[src/design/rxa_pkg.sv]
// Constants for the channel A receive status flags
package rxa_pkg;
  localparam int STAT_W = 8;
  localparam int DATA_W = 8;
  localparam int ADDR_W = 8;
  localparam int EOF_LIM_W = 4;
  localparam logic [ADDR_W-1:0] ADDR_RX_STATUS = 8'h08;
  localparam logic [ADDR_W-1:0] ADDR_RX_DATA_A = 8'h09;
  localparam int BIT_FULL = 0;
  localparam int BIT_EOF = 1;
  localparam int BIT_FLOW = 2;
  localparam int BIT_VALID = 3;
  localparam logic [DATA_W-1:0] ALL_VALID = 8'hff;
  localparam logic [STAT_W-1:0] STAT_RESET = 8'h00;
  localparam logic [EOF_LIM_W-1:0] CNT_RESET = 4'h0;
  localparam logic [EOF_LIM_W-1:0] CNT_STEP = 4'h1;
endpackage

[src/design/rxa_eof_if.sv]
// Signals between the flag logic and the end-of-frame timer
`timescale 1ns/1ps
`default_nettype none
interface rxa_eof_if;
  import rxa_pkg::*;
  logic bit_tick;
  logic bit_valid;
  logic enable;
  logic [EOF_LIM_W-1:0] limit;
  logic eof;
  modport timer (input bit_tick, input bit_valid, input enable, input limit, output eof);
  modport ctrl (output bit_tick, output bit_valid, output enable, output limit, input eof);
endinterface
`default_nettype wire

[src/design/rxa_eof_timer.sv]
// End-of-frame timer: counts idle bit times after reception starts
`timescale 1ns/1ps
`default_nettype none
module rxa_eof_timer (
  input wire logic clk_in,
  input wire logic rst_n_in,
  input wire logic ce_in,
  rxa_eof_if.timer eif
);
  import rxa_pkg::*;

  logic armed_reg;
  logic armed_next;
  logic [EOF_LIM_W-1:0] cnt_reg;
  logic [EOF_LIM_W-1:0] cnt_next;
  logic [EOF_LIM_W-1:0] cnt_inc;
  logic eof_reg;
  wire idle_tick;
  wire fire;

  assign cnt_inc = cnt_reg + CNT_STEP;
  assign idle_tick = armed_reg & eif.bit_tick & ~eif.bit_valid;
  // Limit reached with no valid bit since start or last valid bit
  assign fire = idle_tick & (cnt_inc == eif.limit);
  assign armed_next = eif.enable & (eif.bit_valid | (armed_reg & ~fire));
  assign cnt_next = (eif.bit_valid | ~armed_reg) ? CNT_RESET : (idle_tick ? cnt_inc : cnt_reg);
  assign eif.eof = eof_reg;

  always_ff @(posedge clk_in) begin
    if (!rst_n_in) begin
      armed_reg <= 1'b0;
      cnt_reg <= CNT_RESET;
      eof_reg <= 1'b0;
    end else if (ce_in) begin
      armed_reg <= armed_next;
      cnt_reg <= cnt_next;
      eof_reg <= fire;
    end
  end
endmodule
`default_nettype wire

[src/design/rxa_status_flags.sv]
// Channel A receive status flags with read-to-clear status register
// Operation
// - On each data load, valid flag set only if all loaded bits valid
// - Valid flag never drives the event output; status read only
// - Load over unread data sets the flow-violation flag, bit 2
// - Reading empty data register sets the flow-violation flag
// - Status register read clears flow-violation and end-of-frame flags
// - After reception starts, programmed idle bit times raise end-of-frame flag, bit 1
// - Every transfer into the data register sets the full flag, bit 0
// - Transfer on complete byte or on end-of-frame with partial byte
// - Flags other than end-of-frame update regardless of receive enable (timer disarms when off) but hold while clock enable is low; status register is read-only
// - Status reads zero while receive mode is off
`timescale 1ns/1ps
`default_nettype none
module rxa_status_flags (
  input wire logic clk_in,
  input wire logic rst_n_in,
  input wire logic ce_in,
  input wire logic rx_enable_in,
  input wire logic bit_tick_in,
  input wire logic bit_valid_in,
  input wire logic byte_done_in,
  input wire logic [rxa_pkg::DATA_W-1:0] load_valid_in,
  input wire logic [rxa_pkg::EOF_LIM_W-1:0] eof_limit_in,
  input wire logic reg_rd_in,
  input wire logic [rxa_pkg::ADDR_W-1:0] reg_addr_in,
  output logic load_out,
  output logic [rxa_pkg::STAT_W-1:0] status_out,
  output logic event_pending_out
);
  import rxa_pkg::*;

  logic valid_reg;
  logic flow_reg;
  logic eof_reg;
  logic full_reg;
  logic unread_reg;
  logic partial_reg;
  logic load_reg;
  logic [STAT_W-1:0] status_reg;
  logic pend_reg;
  logic valid_next;
  logic flow_next;
  logic eof_next;
  logic full_next;
  logic unread_next;
  logic partial_next;
  logic [STAT_W-1:0] status_next;
  wire status_rd;
  wire data_rd;
  wire load;
  wire eof_evt;
  wire flow_set;
  wire all_valid;

  rxa_eof_if eif ();

  assign eif.bit_tick = bit_tick_in;
  assign eif.bit_valid = bit_valid_in;
  assign eif.enable = rx_enable_in;
  assign eif.limit = eof_limit_in;
  assign eof_evt = eif.eof;

  rxa_eof_timer u_timer (
    .clk_in(clk_in),
    .rst_n_in(rst_n_in),
    .ce_in(ce_in),
    .eif(eif.timer)
  );

  // Register decode; no write path exists
  assign status_rd = reg_rd_in & (reg_addr_in == ADDR_RX_STATUS);
  assign data_rd = reg_rd_in & (reg_addr_in == ADDR_RX_DATA_A);

  // Transfer on full byte or end of frame with partial byte
  assign load = byte_done_in | (eof_evt & partial_reg);
  assign all_valid = (load_valid_in == ALL_VALID);
  assign flow_set = (load & unread_reg) | (data_rd & ~unread_reg);

  assign valid_next = load ? all_valid : valid_reg;
  assign flow_next = flow_set | (flow_reg & ~status_rd);
  assign eof_next = eof_evt | (eof_reg & ~status_rd);
  assign full_next = load | (full_reg & ~data_rd);
  assign unread_next = load | (unread_reg & ~data_rd);
  assign partial_next = bit_valid_in | (partial_reg & ~load);

  // Masked view while receive mode is off
  assign status_next = rx_enable_in
    ? {4'h0, valid_next, flow_next, eof_next, full_next}
    : STAT_RESET;

  assign load_out = load_reg;
  assign status_out = status_reg;
  assign event_pending_out = pend_reg;

  always_ff @(posedge clk_in) begin
    if (!rst_n_in) begin
      valid_reg <= 1'b0;
      flow_reg <= 1'b0;
      eof_reg <= 1'b0;
      full_reg <= 1'b0;
      unread_reg <= 1'b0;
      partial_reg <= 1'b0;
      load_reg <= 1'b0;
      status_reg <= STAT_RESET;
      pend_reg <= 1'b0;
    end else if (ce_in) begin
      valid_reg <= valid_next;
      flow_reg <= flow_next;
      eof_reg <= eof_next;
      full_reg <= full_next;
      unread_reg <= unread_next;
      partial_reg <= partial_next;
      load_reg <= load;
      status_reg <= status_next;
      pend_reg <= |status_next[BIT_FLOW:BIT_FULL];
    end
  end
endmodule
`default_nettype wire

[config.mk]
export PLATFORM = sky130hd
export DESIGN_NAME = rxa_status_flags
export DESIGN_NICKNAME = d
export VERILOG_FILES = /design/src/design/rxa_pkg.sv /design/src/design/rxa_eof_if.sv /design/src/design/rxa_eof_timer.sv /design/src/design/rxa_status_flags.sv
export SDC_FILE = /design/constraint.sdc
export NUM_CORES = 1
export LEC_CHECK = 0
export CAP_MARGIN = 20
export CORE_MARGIN = 2
export CORE_UTILIZATION = 43
export DETAILED_ROUTE_END_ITERATION = 10
export DONT_BUFFER_PORTS = 1
export SYNTH_ARGS = -nofsm -noshare
export SYNTH_HDL_FRONTEND = slang
export SYNTH_SLANG_ARGS = --single-unit
[constraint.sdc]
create_clock -name clk_in -period 1.65 [get_ports clk_in]
set_input_delay 0.2475 -clock clk_in [delete_from_list [all_inputs] [get_ports clk_in]]
set_output_delay 0.2475 -clock clk_in [all_outputs]
set_load 0.01 [all_outputs]
==> metrics.md, run 1 <==
| Metric | Value |
|---|---|
| Status | complete, no violations |
| Clock sinks | 18 |
| Inserted Clock Buffers | 3 |
| Multiplexer share of the synthesized area | 0.0208 |
| Pin count of the biggest net entering global routing | 24 |
| Nets | 140 |
| DR vias | 776 |
| Worst-Skew Late Latency | 0.30 ns |
| Hold-fix buffers, CTS | 0 |
| Worst path buffer plus inverter count | 0 |
| GRT Residual Overflow | 0 |
| Max-slew violation count | 0 |
| Yosys warns | 0 |
| Detailed placer's ending HPWL | 1410 um |
| Fraction of layout cells with a size suffix above 1 | 0.0818 |
| Synth area leaders | dfxtp_1, nor4b_4, a21oi_1 |
| Setup_tns | 0 ns |
| HP Start | ce_in |
| Multi-input logic area | 564 um^2 |
| Post-synthesis compound-gate area fraction | 0.198 |
| Synthesized cell area | 965 um^2 |
| Clock tree root buffer cell | clkbuf_4 |
| Die X | 51.4 um |
| Deepest clock path buffer count | 2 |
| Endpoints failing setup | 0 |
| WP data required | 1.83 ns |
| Port bufs | 0 |
| Critical-path top delay cell | dfxtp_1 |
| Leakage | 0.351 nW |
| Period utilization | 0.930 |
| Post-route ant nets | 0 |
| Largest family of logic cells by synthesized area | simple AND/OR/NAND/NOR gates |
| Starting DRT DRC Count | 18 |
| Vias in the first global route | 722 |
| Post-CTS Resized | 0 |
| Site Rows | 17 |
| I/O pins | 38 |
| Diode count | 0 |
| H-tree Lvls | 1 |
| Post-CTS setup buffers | 0 |
| Crit end category | register |
| Top_reg_cell synth | dfxtp_1 |
| Total Die Area | 2640 um^2 |
| Most frequent cell after synthesis | dfxtp_1 |
| Initial antenna violation count | 0 |
| Slew of the pin with the lowest slew margin | 0.499 ns |
| Crit Path Max Fanout | 5 |
| Clock Skew | 0.00115 ns |
| Fillers | 212 |
| Hold Fails Final Rpt | 0 |
| Post-Syn Instances | 110 |
| Reg area | 360 um^2 |
| Worst setup SP type | register |
| CP delay by family, top | flip-flops |
| Max_cap viols | 0 |
| Worst VDD drop | 0.000480 V |
| Adder-cell share of the synthesized area | 0.0130 |
| Async SR Flop Fraction | 0 |
| Pwr dens | 808 nW/um^2 |
| Gr usage total | 0.158 |
| Reg clk slew, reported paths | 0.11 ns |
| Avg Cell Area, Syn | 8.77 um^2 |
| Die Y | 51.4 um |
| EDFF count, synth | 0 |
| Final GP Congestion | 0.869 |
| Min-delay worst type | in2reg |
| Reg-to-Reg Start | u_timer.cnt_reg[0] |
| Yosys cell types | 35 |
| Yosys top cell area share | 0.374 |
| CP Class | reg2reg |
| Rel. slew slack | 0.667 |
| Wire per inst | 13.6 um |
| Synth Area in XOR/XNOR | 0.0545 |
| Core area | 2170 um^2 |
| Synth cell count leaders | dfxtp_1, nor2_1, a21oi_1 |
| Vias/cell | 5.62 |
| Register area share after synthesis | 0.374 |
| Unrepaired setup endpoints after global routing | false |
| DRC viols | 0 |
| Post-synthesis simple-gate area fraction | 0.283 |
| CP Data Arrival Time | 1.72 ns |
| Initial Util | 0.445 |
| Worst stage delay on the critical path | 0.43 ns |
| Area Growth Syn to Fin | 4.02% |
| FF+latch count, synth | 18 |
| Largest area contributor in the synthesized netlist | dfxtp_1 |
| Global-route wire length before repair | 3080 um |
| Worst-path cell chain | ha_1 -> xnor2_1 -> nand3_1 -> o311ai_0 -> a21oi_1 |
| Fin util | 0.463 |
| WL final | 1880 um |
| CP startpoint | u_timer.cnt_reg[0] |
| CTS tree | yes |
| Fin crit period | 1.53 ns |
| Fmax | 652 MHz |
| Pre-Repair DR Iteration Count | 4 |
path summary, 6_finish.rpt:
path / endpoint / slack [ns] / depth (start not counted)
worst max-delay path: u_timer.armed_reg / 0.12 / 5
worst min-delay path: load_out / 0.03 / 1
worst max register to register: u_timer.armed_reg / 0.12 / 5
worst min register to register: flow_reg / 0.49 / 2
cell usage in the layout, fill, tap and decap left out, types with 2 or more instances in the layout:
cell type	count
nand4_1	4
dfxtp_1	18
a31oi_1	3
a21oi_2	2
nand2b_1	7
nor4b_4	2
or3_1	2
nand3b_1	2
a21oi_1	9
xnor2_1	4
o21ai_0	6
nand3_1	3
inv_1	2
conb_1	4
clkbuf_4	3
nor2_1	12
nor2b_1	3
xor2_1	2
mux2i_1	2
nand2_1	5
a211oi_1	2
cell type report:
cell class | instances | share of cell area
multi-input combinational | 86 | 0.562
sequential | 18 | 0.359
clock buffer | 4 | 0.0362
tap | 28 | 0.0349
inverter | 2 | 0.00748
cell families after synthesis:
family / count (synthesis)
simple gates: 44
other cells: 1
flops: 18
xor+xnor: 6
buf+inv: 9
compound gates: 29
fa+ha+maj: 1
mux: 2
power breakdown:
group	switching [mW]	leakage (nW)	internal [mW]
clock network	0.149	0.0210	0.135
registers	0.0108	0.147	0.448
logic	0.0375	0.183	0.0314
through the flow:
stage / power, mW / setup WS, ns / cells / cell area [um^2] / hold slack, ns
5_1_grt: 0.845 / 0.0234 / 138 / 1000 / 0.0174
6_report: 0.811 / 0.115 / 138 / 1000 / 0.0251
3_3_place_gp: 0.536 / 0.171 / 134 / 967 / 0.349
2_1_floorplan: 0.540 / 0.239 / 113 / 976 / 0.365
4_1_cts: 0.822 / 0.110 / 138 / 1000 / 0.0203
3_5_place_dp: 0.538 / 0.126 / 134 / 967 / 0.353
routing by layer:
metal,vias up,global-route usage,share of wire
met3,5,0.0439,0.058
met4,0,0.0965,0.027
met5,-,0,0
li1,391,-,-
met2,27,0.244,0.47
met1,353,0.193,0.45
Power figures use the tool's default switching activity.
==> inputs of run 2 (changes only) <==
--- a/config.mk
+++ b/config.mk
@@ -5,6 +5,7 @@
 export SDC_FILE = /design/constraint.sdc
 export NUM_CORES = 1
 export LEC_CHECK = 0
+export ABC_AREA = 1
 export CAP_MARGIN = 20
 export CORE_MARGIN = 2
 export CORE_UTILIZATION = 43
==> run 2 against run 1 <==
Effect of this change:
- worst hold slack improved by 0.0077 ns
- highest routed layer unchanged
- critical path depth increased by 4
- critical endpoint unchanged
- power increased by 0.52%
- count of clock-buffer cells in the layout did not move
==> metrics.md, run 2 <==
| Metric | Value |
|---|---|
| DRC viols | 0 (unchanged) |
| Post-Syn Instances | 142 (+29%) |
| Unrepaired setup endpoints after global routing | false |
| Clock tree root buffer cell | clkbuf_4 |
| Core area | 2150 um^2 (-0.98%) |
| Clock sinks | 18 (unchanged) |
| Nets | 172 (+23%) |
| Post-CTS setup buffers | 0 (unchanged) |
| Die X | 51.1 um (-0.48%) |
| Initial Util | 0.444 (about the same) |
| Fmax | 700 MHz (+7.5%) |
| Die Y | 51.1 um (-0.48%) |
| Vias/cell | 4.99 (-11%) |
| Vias in the first global route | 749 (+3.7%) |
| FF+latch count, synth | 18 (unchanged) |
| Fin crit period | 1.43 ns (-0.107 ns) |
| FF-to-FF path depth | 9 (+4) |
| Initial antenna violation count | 0 (unchanged) |
| Register area share after synthesis | 0.377 (+0.00392) |
| Endpoints failing setup | 0 (unchanged) |
| Fillers | 228 (+7.5%) |
| Worst VDD drop | 0.000363 V (-24%) |
| WP data required | 1.84 ns (about the same) |
| EDFF count, synth | 0 (unchanged) |
| Synth area leaders | dfxtp_1, nand2_1, inv_1 |
| Adder-cell share of the synthesized area | 0.0131 (+0.000136) |
| Top_reg_cell synth | dfxtp_1 |
| Pre-Repair DR Iteration Count | 4 (unchanged) |
| Site Rows | 17 (unchanged) |
| Gr usage total | 0.163 (+0.00486) |
| Most frequent cells in the layout | nand2_1, inv_1, dfxtp_1 |
| DR vias | 848 (+9.3%) |
| Max-slew violation count | 0 (unchanged) |
| Detailed placer's ending HPWL | 1510 um (+7.3%) |
| Largest area contributor in the synthesized netlist | dfxtp_1 |
| CP Data Arrival Time | 1.61 ns (-0.11 ns) |
| Worst-Skew Late Latency | 0.29 ns (about the same) |
| Crit Path Max Fanout | 6 (+1) |
| Yosys cell types | 24 (-31%) |
| Min-delay worst type | in2reg |
| Hold-fix buffers, CTS | 0 (unchanged) |
| Pin count of the biggest net entering global routing | 18 (-25%) |
| Final GP Congestion | 0.802 (-7.8%) |
| Most frequent cell after synthesis | nand2_1 |
| Synth Area in XOR/XNOR | 0.00917 (-0.0453) |
| Multiplexer share of the synthesized area | 0 (-0.0208) |
| Wire per inst | 11.5 um (-15%) |
| Worst Slack Setup Final | 0.222 ns (+0.107 ns) |
| Crit end category | register |
| Inserted Clock Buffers | 3 (unchanged) |
| Pwr dens | 822 nW/um^2 (+1.7%) |
| Post-route ant nets | 0 (unchanged) |
| Fraction of layout cells with a size suffix above 1 | 0.0634 (-0.0184) |
| Synthesized cell area | 955 um^2 (-1.0%) |
| Clock Skew | 0.00405 ns (+0.00291 ns) |
| Largest family of logic cells by synthesized area | simple AND/OR/NAND/NOR gates |
| Area Growth Syn to Fin | 3.93% (about the same) |
| Hold Fails Final Rpt | 0 (unchanged) |
| Worst setup SP type | register |
| Yosys top cell area share | 0.377 (+0.00392) |
| Starting DRT DRC Count | 27 (+9) |
| Period utilization | 0.865 (-0.0648) |
| Status | complete, no violations |
| H-tree Lvls | 1 (unchanged) |
| Post-synthesis simple-gate area fraction | 0.298 (+0.0148) |
| Post-synthesis compound-gate area fraction | 0.173 (-0.0254) |
| Deepest clock path buffer count | 2 (unchanged) |
| Port bufs | 0 (unchanged) |
| Max_cap viols | 0 (unchanged) |
| Worst hold stages | 1 (unchanged) |
| Leakage | 0.443 nW (+26%) |
| Dpl ws | 0.244 ns (+0.118 ns) |
| WL final | 1960 um (+4.4%) |
| Multi-input logic area | 485 um^2 (-14%) |
| Yosys warns | 0 (unchanged) |
| CTS tree | yes |
| Synth cell count leaders | nand2_1, inv_1, dfxtp_1 |
| Reg area | 360 um^2 (unchanged) |
| Avg Cell Area, Syn | 6.72 um^2 (-23%) |
| GRT Residual Overflow | 0 (unchanged) |
| Global-route wire length before repair | 3230 um (+4.7%) |
| I/O pins | 38 (unchanged) |
| Total Die Area | 2610 um^2 (-0.95%) |
| Most common cell after layout, fill and taps aside | nand2_1 |
| Diode count | 0 (unchanged) |
| Post-CTS Resized | 0 (unchanged) |
| Setup_tns | 0 ns (unchanged) |
| Reg clk slew, reported paths | 0.11 ns (about the same) |
| Async SR Flop Fraction | 0 (unchanged) |
| CP Class | reg2reg |
[run 2: cell count changes in the layout (fill, tap and decap cells not counted), sizes merged, moves of 4 or more]
cell / delta
nand3: +7
inv: +17
nand2b: -7
a21oi: +4
nand2: +37
[run 2: cell type report]
class | count | share of cell area
Tap cell | 28 | 0.0353
Clock buffer | 4 | 0.0366
Sequential cell | 18 | 0.363
Inverter | 20 | 0.0757
Multi-Input combinational cell | 100 | 0.489
[run 2: path summary, 6_finish.rpt]
path / from / endpoint / slack (ns)
setup / recovery: u_timer.cnt_reg[0] / u_timer.armed_reg / 0.22
hold / removal: ce_in / status_out[0] / 0.03
setup reg to reg: u_timer.cnt_reg[0] / u_timer.armed_reg / 0.22
hold reg to reg: full_reg / full_reg / 0.47
[run 2: through the flow]
stage,total power [mW],hold slack [ns],utilization,std cells,area (um^2)
floorplan,0.554,0.388,-,145,966
global placement,0.551,0.344,0.445,166,956
detailed placement,0.553,0.346,0.445,166,956
CTS,0.828,0.0238,0.462,170,992
global route,0.858,0.0138,0.462,170,992
finish,0.815,0.0328,0.462,170,992
[run 2: report_power, final]
group | switching (mW) | internal (mW)
sequential | 0.0157 | 0.454
clock | 0.138 | 0.134
combinational | 0.0449 | 0.0286
total | 0.199 | 0.617
[run 2: kinds of logic after synthesis]
logic type,after synthesis
xor+xnor,1
flops,18
simple gates,67
compound gates,27
buf+inv,27
fa+ha+maj,1
other cells,1
[run 2: metal layers]
| layer | vias to the layer above | global-route usage | share of wire |
|---|---|---|---|
| met4 | 0 | 0.0676 | 0.0061 |
| met3 | 2 | 0.0409 | 0.058 |
| met2 | 25 | 0.253 | 0.46 |
| met1 | 370 | 0.214 | 0.47 |
| met5 | - | 0 | 0 |
| li1 | 451 | - | - |
[run 2: critical path: stages (launching register included)]
cell and delay, ns:
dfxtp_1 0.43, ha_1 0.29, xnor2_1 0.16, nand3_1 0.08, nor2_1 0.09, nand2_1 0.07
nand2_1 0.05, nand2_1 0.05, nand2_1 0.07, a21oi_2 0.05
==> inputs of run 3 (changes only) <==
==> constraint.sdc (replaced) <==
create_clock -name clk_in -period 1.65 [get_ports clk_in]
set_input_delay 0.495 -clock clk_in [delete_from_list [all_inputs] [get_ports clk_in]]
set_output_delay 0.495 -clock clk_in [all_outputs]
set_load 0.01 [all_outputs]
==> run 3 against run 2 <==
Effect of this change:
- first-iteration DRC count decreased by 41%
- critical path depth unchanged
- worst setup slack got worse by 0.068 ns
- routed wire length decreased by 3.7%
- via count increased by 4.0%
- cell area unchanged
- sequential power about the same
- global-route usage decreased by 0.24 points
- power about the same
- worst hold slack improved by 0.25 ns
==> metrics.md, run 3 (same netlist as run 2, synthesis figures left out) <==
| Metric | Value |
|---|---|
| Clock Skew | 0.00404 ns (-0.0000132 ns) |
| CP Data Arrival Time | 1.69 ns (+0.08 ns) |
| CTS tree | yes |
| Worst hold stages | 1 (unchanged) |
| Worst setup SP type | register |
| Initial antenna violation count | 0 (unchanged) |
| DR vias | 882 (+4.0%) |
| Period utilization | 0.907 (+0.0415) |
| Starting DRT DRC Count | 16 (-41%) |
| Fin crit period | 1.50 ns (+0.0684 ns) |
| Unrepaired setup endpoints after global routing | false |
| Fillers | 234 (+2.6%) |
| Vias in the first global route | 785 (+4.8%) |
| Deepest clock path buffer count | 2 (unchanged) |
| CP Class | reg2reg |
| Clock power frac | 0.333 (about the same) |
| Post-CTS setup buffers | 0 (unchanged) |
| Placement Cell Area | 956 um^2 (unchanged) |
| Fraction of layout cells with a size suffix above 1 | 0.0634 (unchanged) |
| I/O pins | 38 (unchanged) |
| Fmax | 668 MHz (-4.6%) |
| Worst Slack Setup Final | 0.154 ns (-0.0684 ns) |
| NetSw | 198 uW (-0.28%) |
| Leakage | 0.443 nW (unchanged) |
| Hold-fix buffers, CTS | 0 (unchanged) |
| Crit Path Max Fanout | 6 (unchanged) |
| Site Rows | 17 (unchanged) |
| Switch share | 0.243 (-0.000543) |
| GRT Residual Overflow | 0 (unchanged) |
| Worst-Skew Late Latency | 0.29 ns (about the same) |
| Port bufs | 0 (unchanged) |
| Max-slew violation count | 0 (unchanged) |
| Die Y | 51.1 um (unchanged) |
| Core area | 2150 um^2 (unchanged) |
| Hold Fails Final Rpt | 0 (unchanged) |
| Final GP Congestion | 0.796 (-0.75%) |
| Crit end category | register |
| Dpl ws | 0.158 ns (-0.0861 ns) |
| Combinational power share | 0.090 (about the same) |
| Post-route ant nets | 0 (unchanged) |
| Most common cell after layout, fill and taps aside | nand2_1 |
| Most frequent cells in the layout | nand2_1, inv_1, dfxtp_1 |
| Fin util | 0.462 (unchanged) |
| Endpoints failing setup | 0 (unchanged) |
| Pwr dens | 821 nW/um^2 (about the same) |
| Min-delay worst type | in2reg |
| Post-CTS Resized | 0 (unchanged) |
| Inserted Clock Buffers | 3 (unchanged) |
| Clock sinks | 18 (unchanged) |
| Pre-Repair DR Iteration Count | 4 (unchanged) |
| FF-to-FF path depth | 9 (unchanged) |
| Pin count of the biggest net entering global routing | 18 (unchanged) |
| WP data required | 1.84 ns (about the same) |
| Max_cap viols | 0 (unchanged) |
| Global-route wire length before repair | 3170 um (-1.7%) |
| Setup_tns | 0 ns (unchanged) |
| Total Die Area | 2610 um^2 (unchanged) |
| Reg area | 360 um^2 (unchanged) |
| Multi-input logic area | 485 um^2 (unchanged) |
| WL final | 1890 um (-3.7%) |
| Flop pwr share | 0.577 (about the same) |
| Nets | 172 (unchanged) |
| Initial Util | 0.444 (unchanged) |
| DRC viols | 0 (unchanged) |
| Worst VDD drop | 0.000680 V (+87%) |
| Status | complete, no violations |
| H-tree Lvls | 1 (unchanged) |
| Clock tree root buffer cell | clkbuf_4 |
| Area Growth Syn to Fin | 3.93% (unchanged) |
| Final Cell Area | 992 um^2 (unchanged) |
| Internal | 617 uW (about the same) |
| Gr usage total | 0.160 (-0.00238) |
| Wire per inst | 11.1 um (-3.7%) |
| Die X | 51.1 um (unchanged) |
| Diode count | 0 (unchanged) |
| Detailed placer's ending HPWL | 1450 um (-4.4%) |
| Vias/cell | 5.19 (+4.0%) |
| Reg clk slew, reported paths | 0.10 ns (about the same) |
[run 3: cell counts in the layout (fill, tap and decap cells not counted)]
Identical to the previous run, type by type.
[run 3: cell type report]
type / instances / area share
Tap cell: 28 / 0.0353
Sequential cell: 18 / 0.363
Clock buffer: 4 / 0.0366
Multi-Input combinational cell: 100 / 0.489
Inverter: 20 / 0.0757
[run 3: worst paths after layout]
kind	slack, ns	start	to
worst max-delay path	0.15	u_timer.cnt_reg[0]	u_timer.armed_reg
worst min-delay path	0.28	ce_in	status_out[0]
worst max register to register	0.15	u_timer.cnt_reg[0]	u_timer.armed_reg
worst min register to register	0.48	partial_reg	partial_reg
[run 3: layer usage]
metal | up-vias | track usage | routed length, um
met5 | - | 0 | 0
met4 | 0 | 0.0315 | 12
met3 | 2 | 0.0731 | 157
met2 | 24 | 0.275 | 881
met1 | 404 | 0.183 | 833
li1 | 452 | - | -
[run 3: power groups by stage]
stage | Clock, mW | Sequential, mW | Combinational [mW]
3_3_place_gp | 0 | 0.480 | 0.0718
2_1_floorplan | 0 | 0.476 | 0.0774
5_1_grt | 0.296 | 0.472 | 0.0861
4_1_cts | 0.280 | 0.470 | 0.0740
6_report | 0.272 | 0.470 | 0.0733
3_5_place_dp | 0 | 0.480 | 0.0733
[run 3: worst max-delay path, cell delays in order, from the launching register on]
cell     delay (ns)
dfxtp_1        0.43
ha_1           0.28
xnor2_1        0.17
nand3_1        0.08
nor2_1         0.12
nand2_1        0.09
nand2_1        0.06
nand2_1        0.04
nand2_1        0.06
a21oi_2        0.05
[run 3: metrics by stage]
stage,hold WS [ns],power [mW],std cells
after floorplan,0.440,0.554,145
after global routing,0.265,0.855,170
after CTS,0.276,0.824,170
final,0.285,0.815,170
after detailed placement,0.460,0.553,166
after global placement,0.453,0.552,166
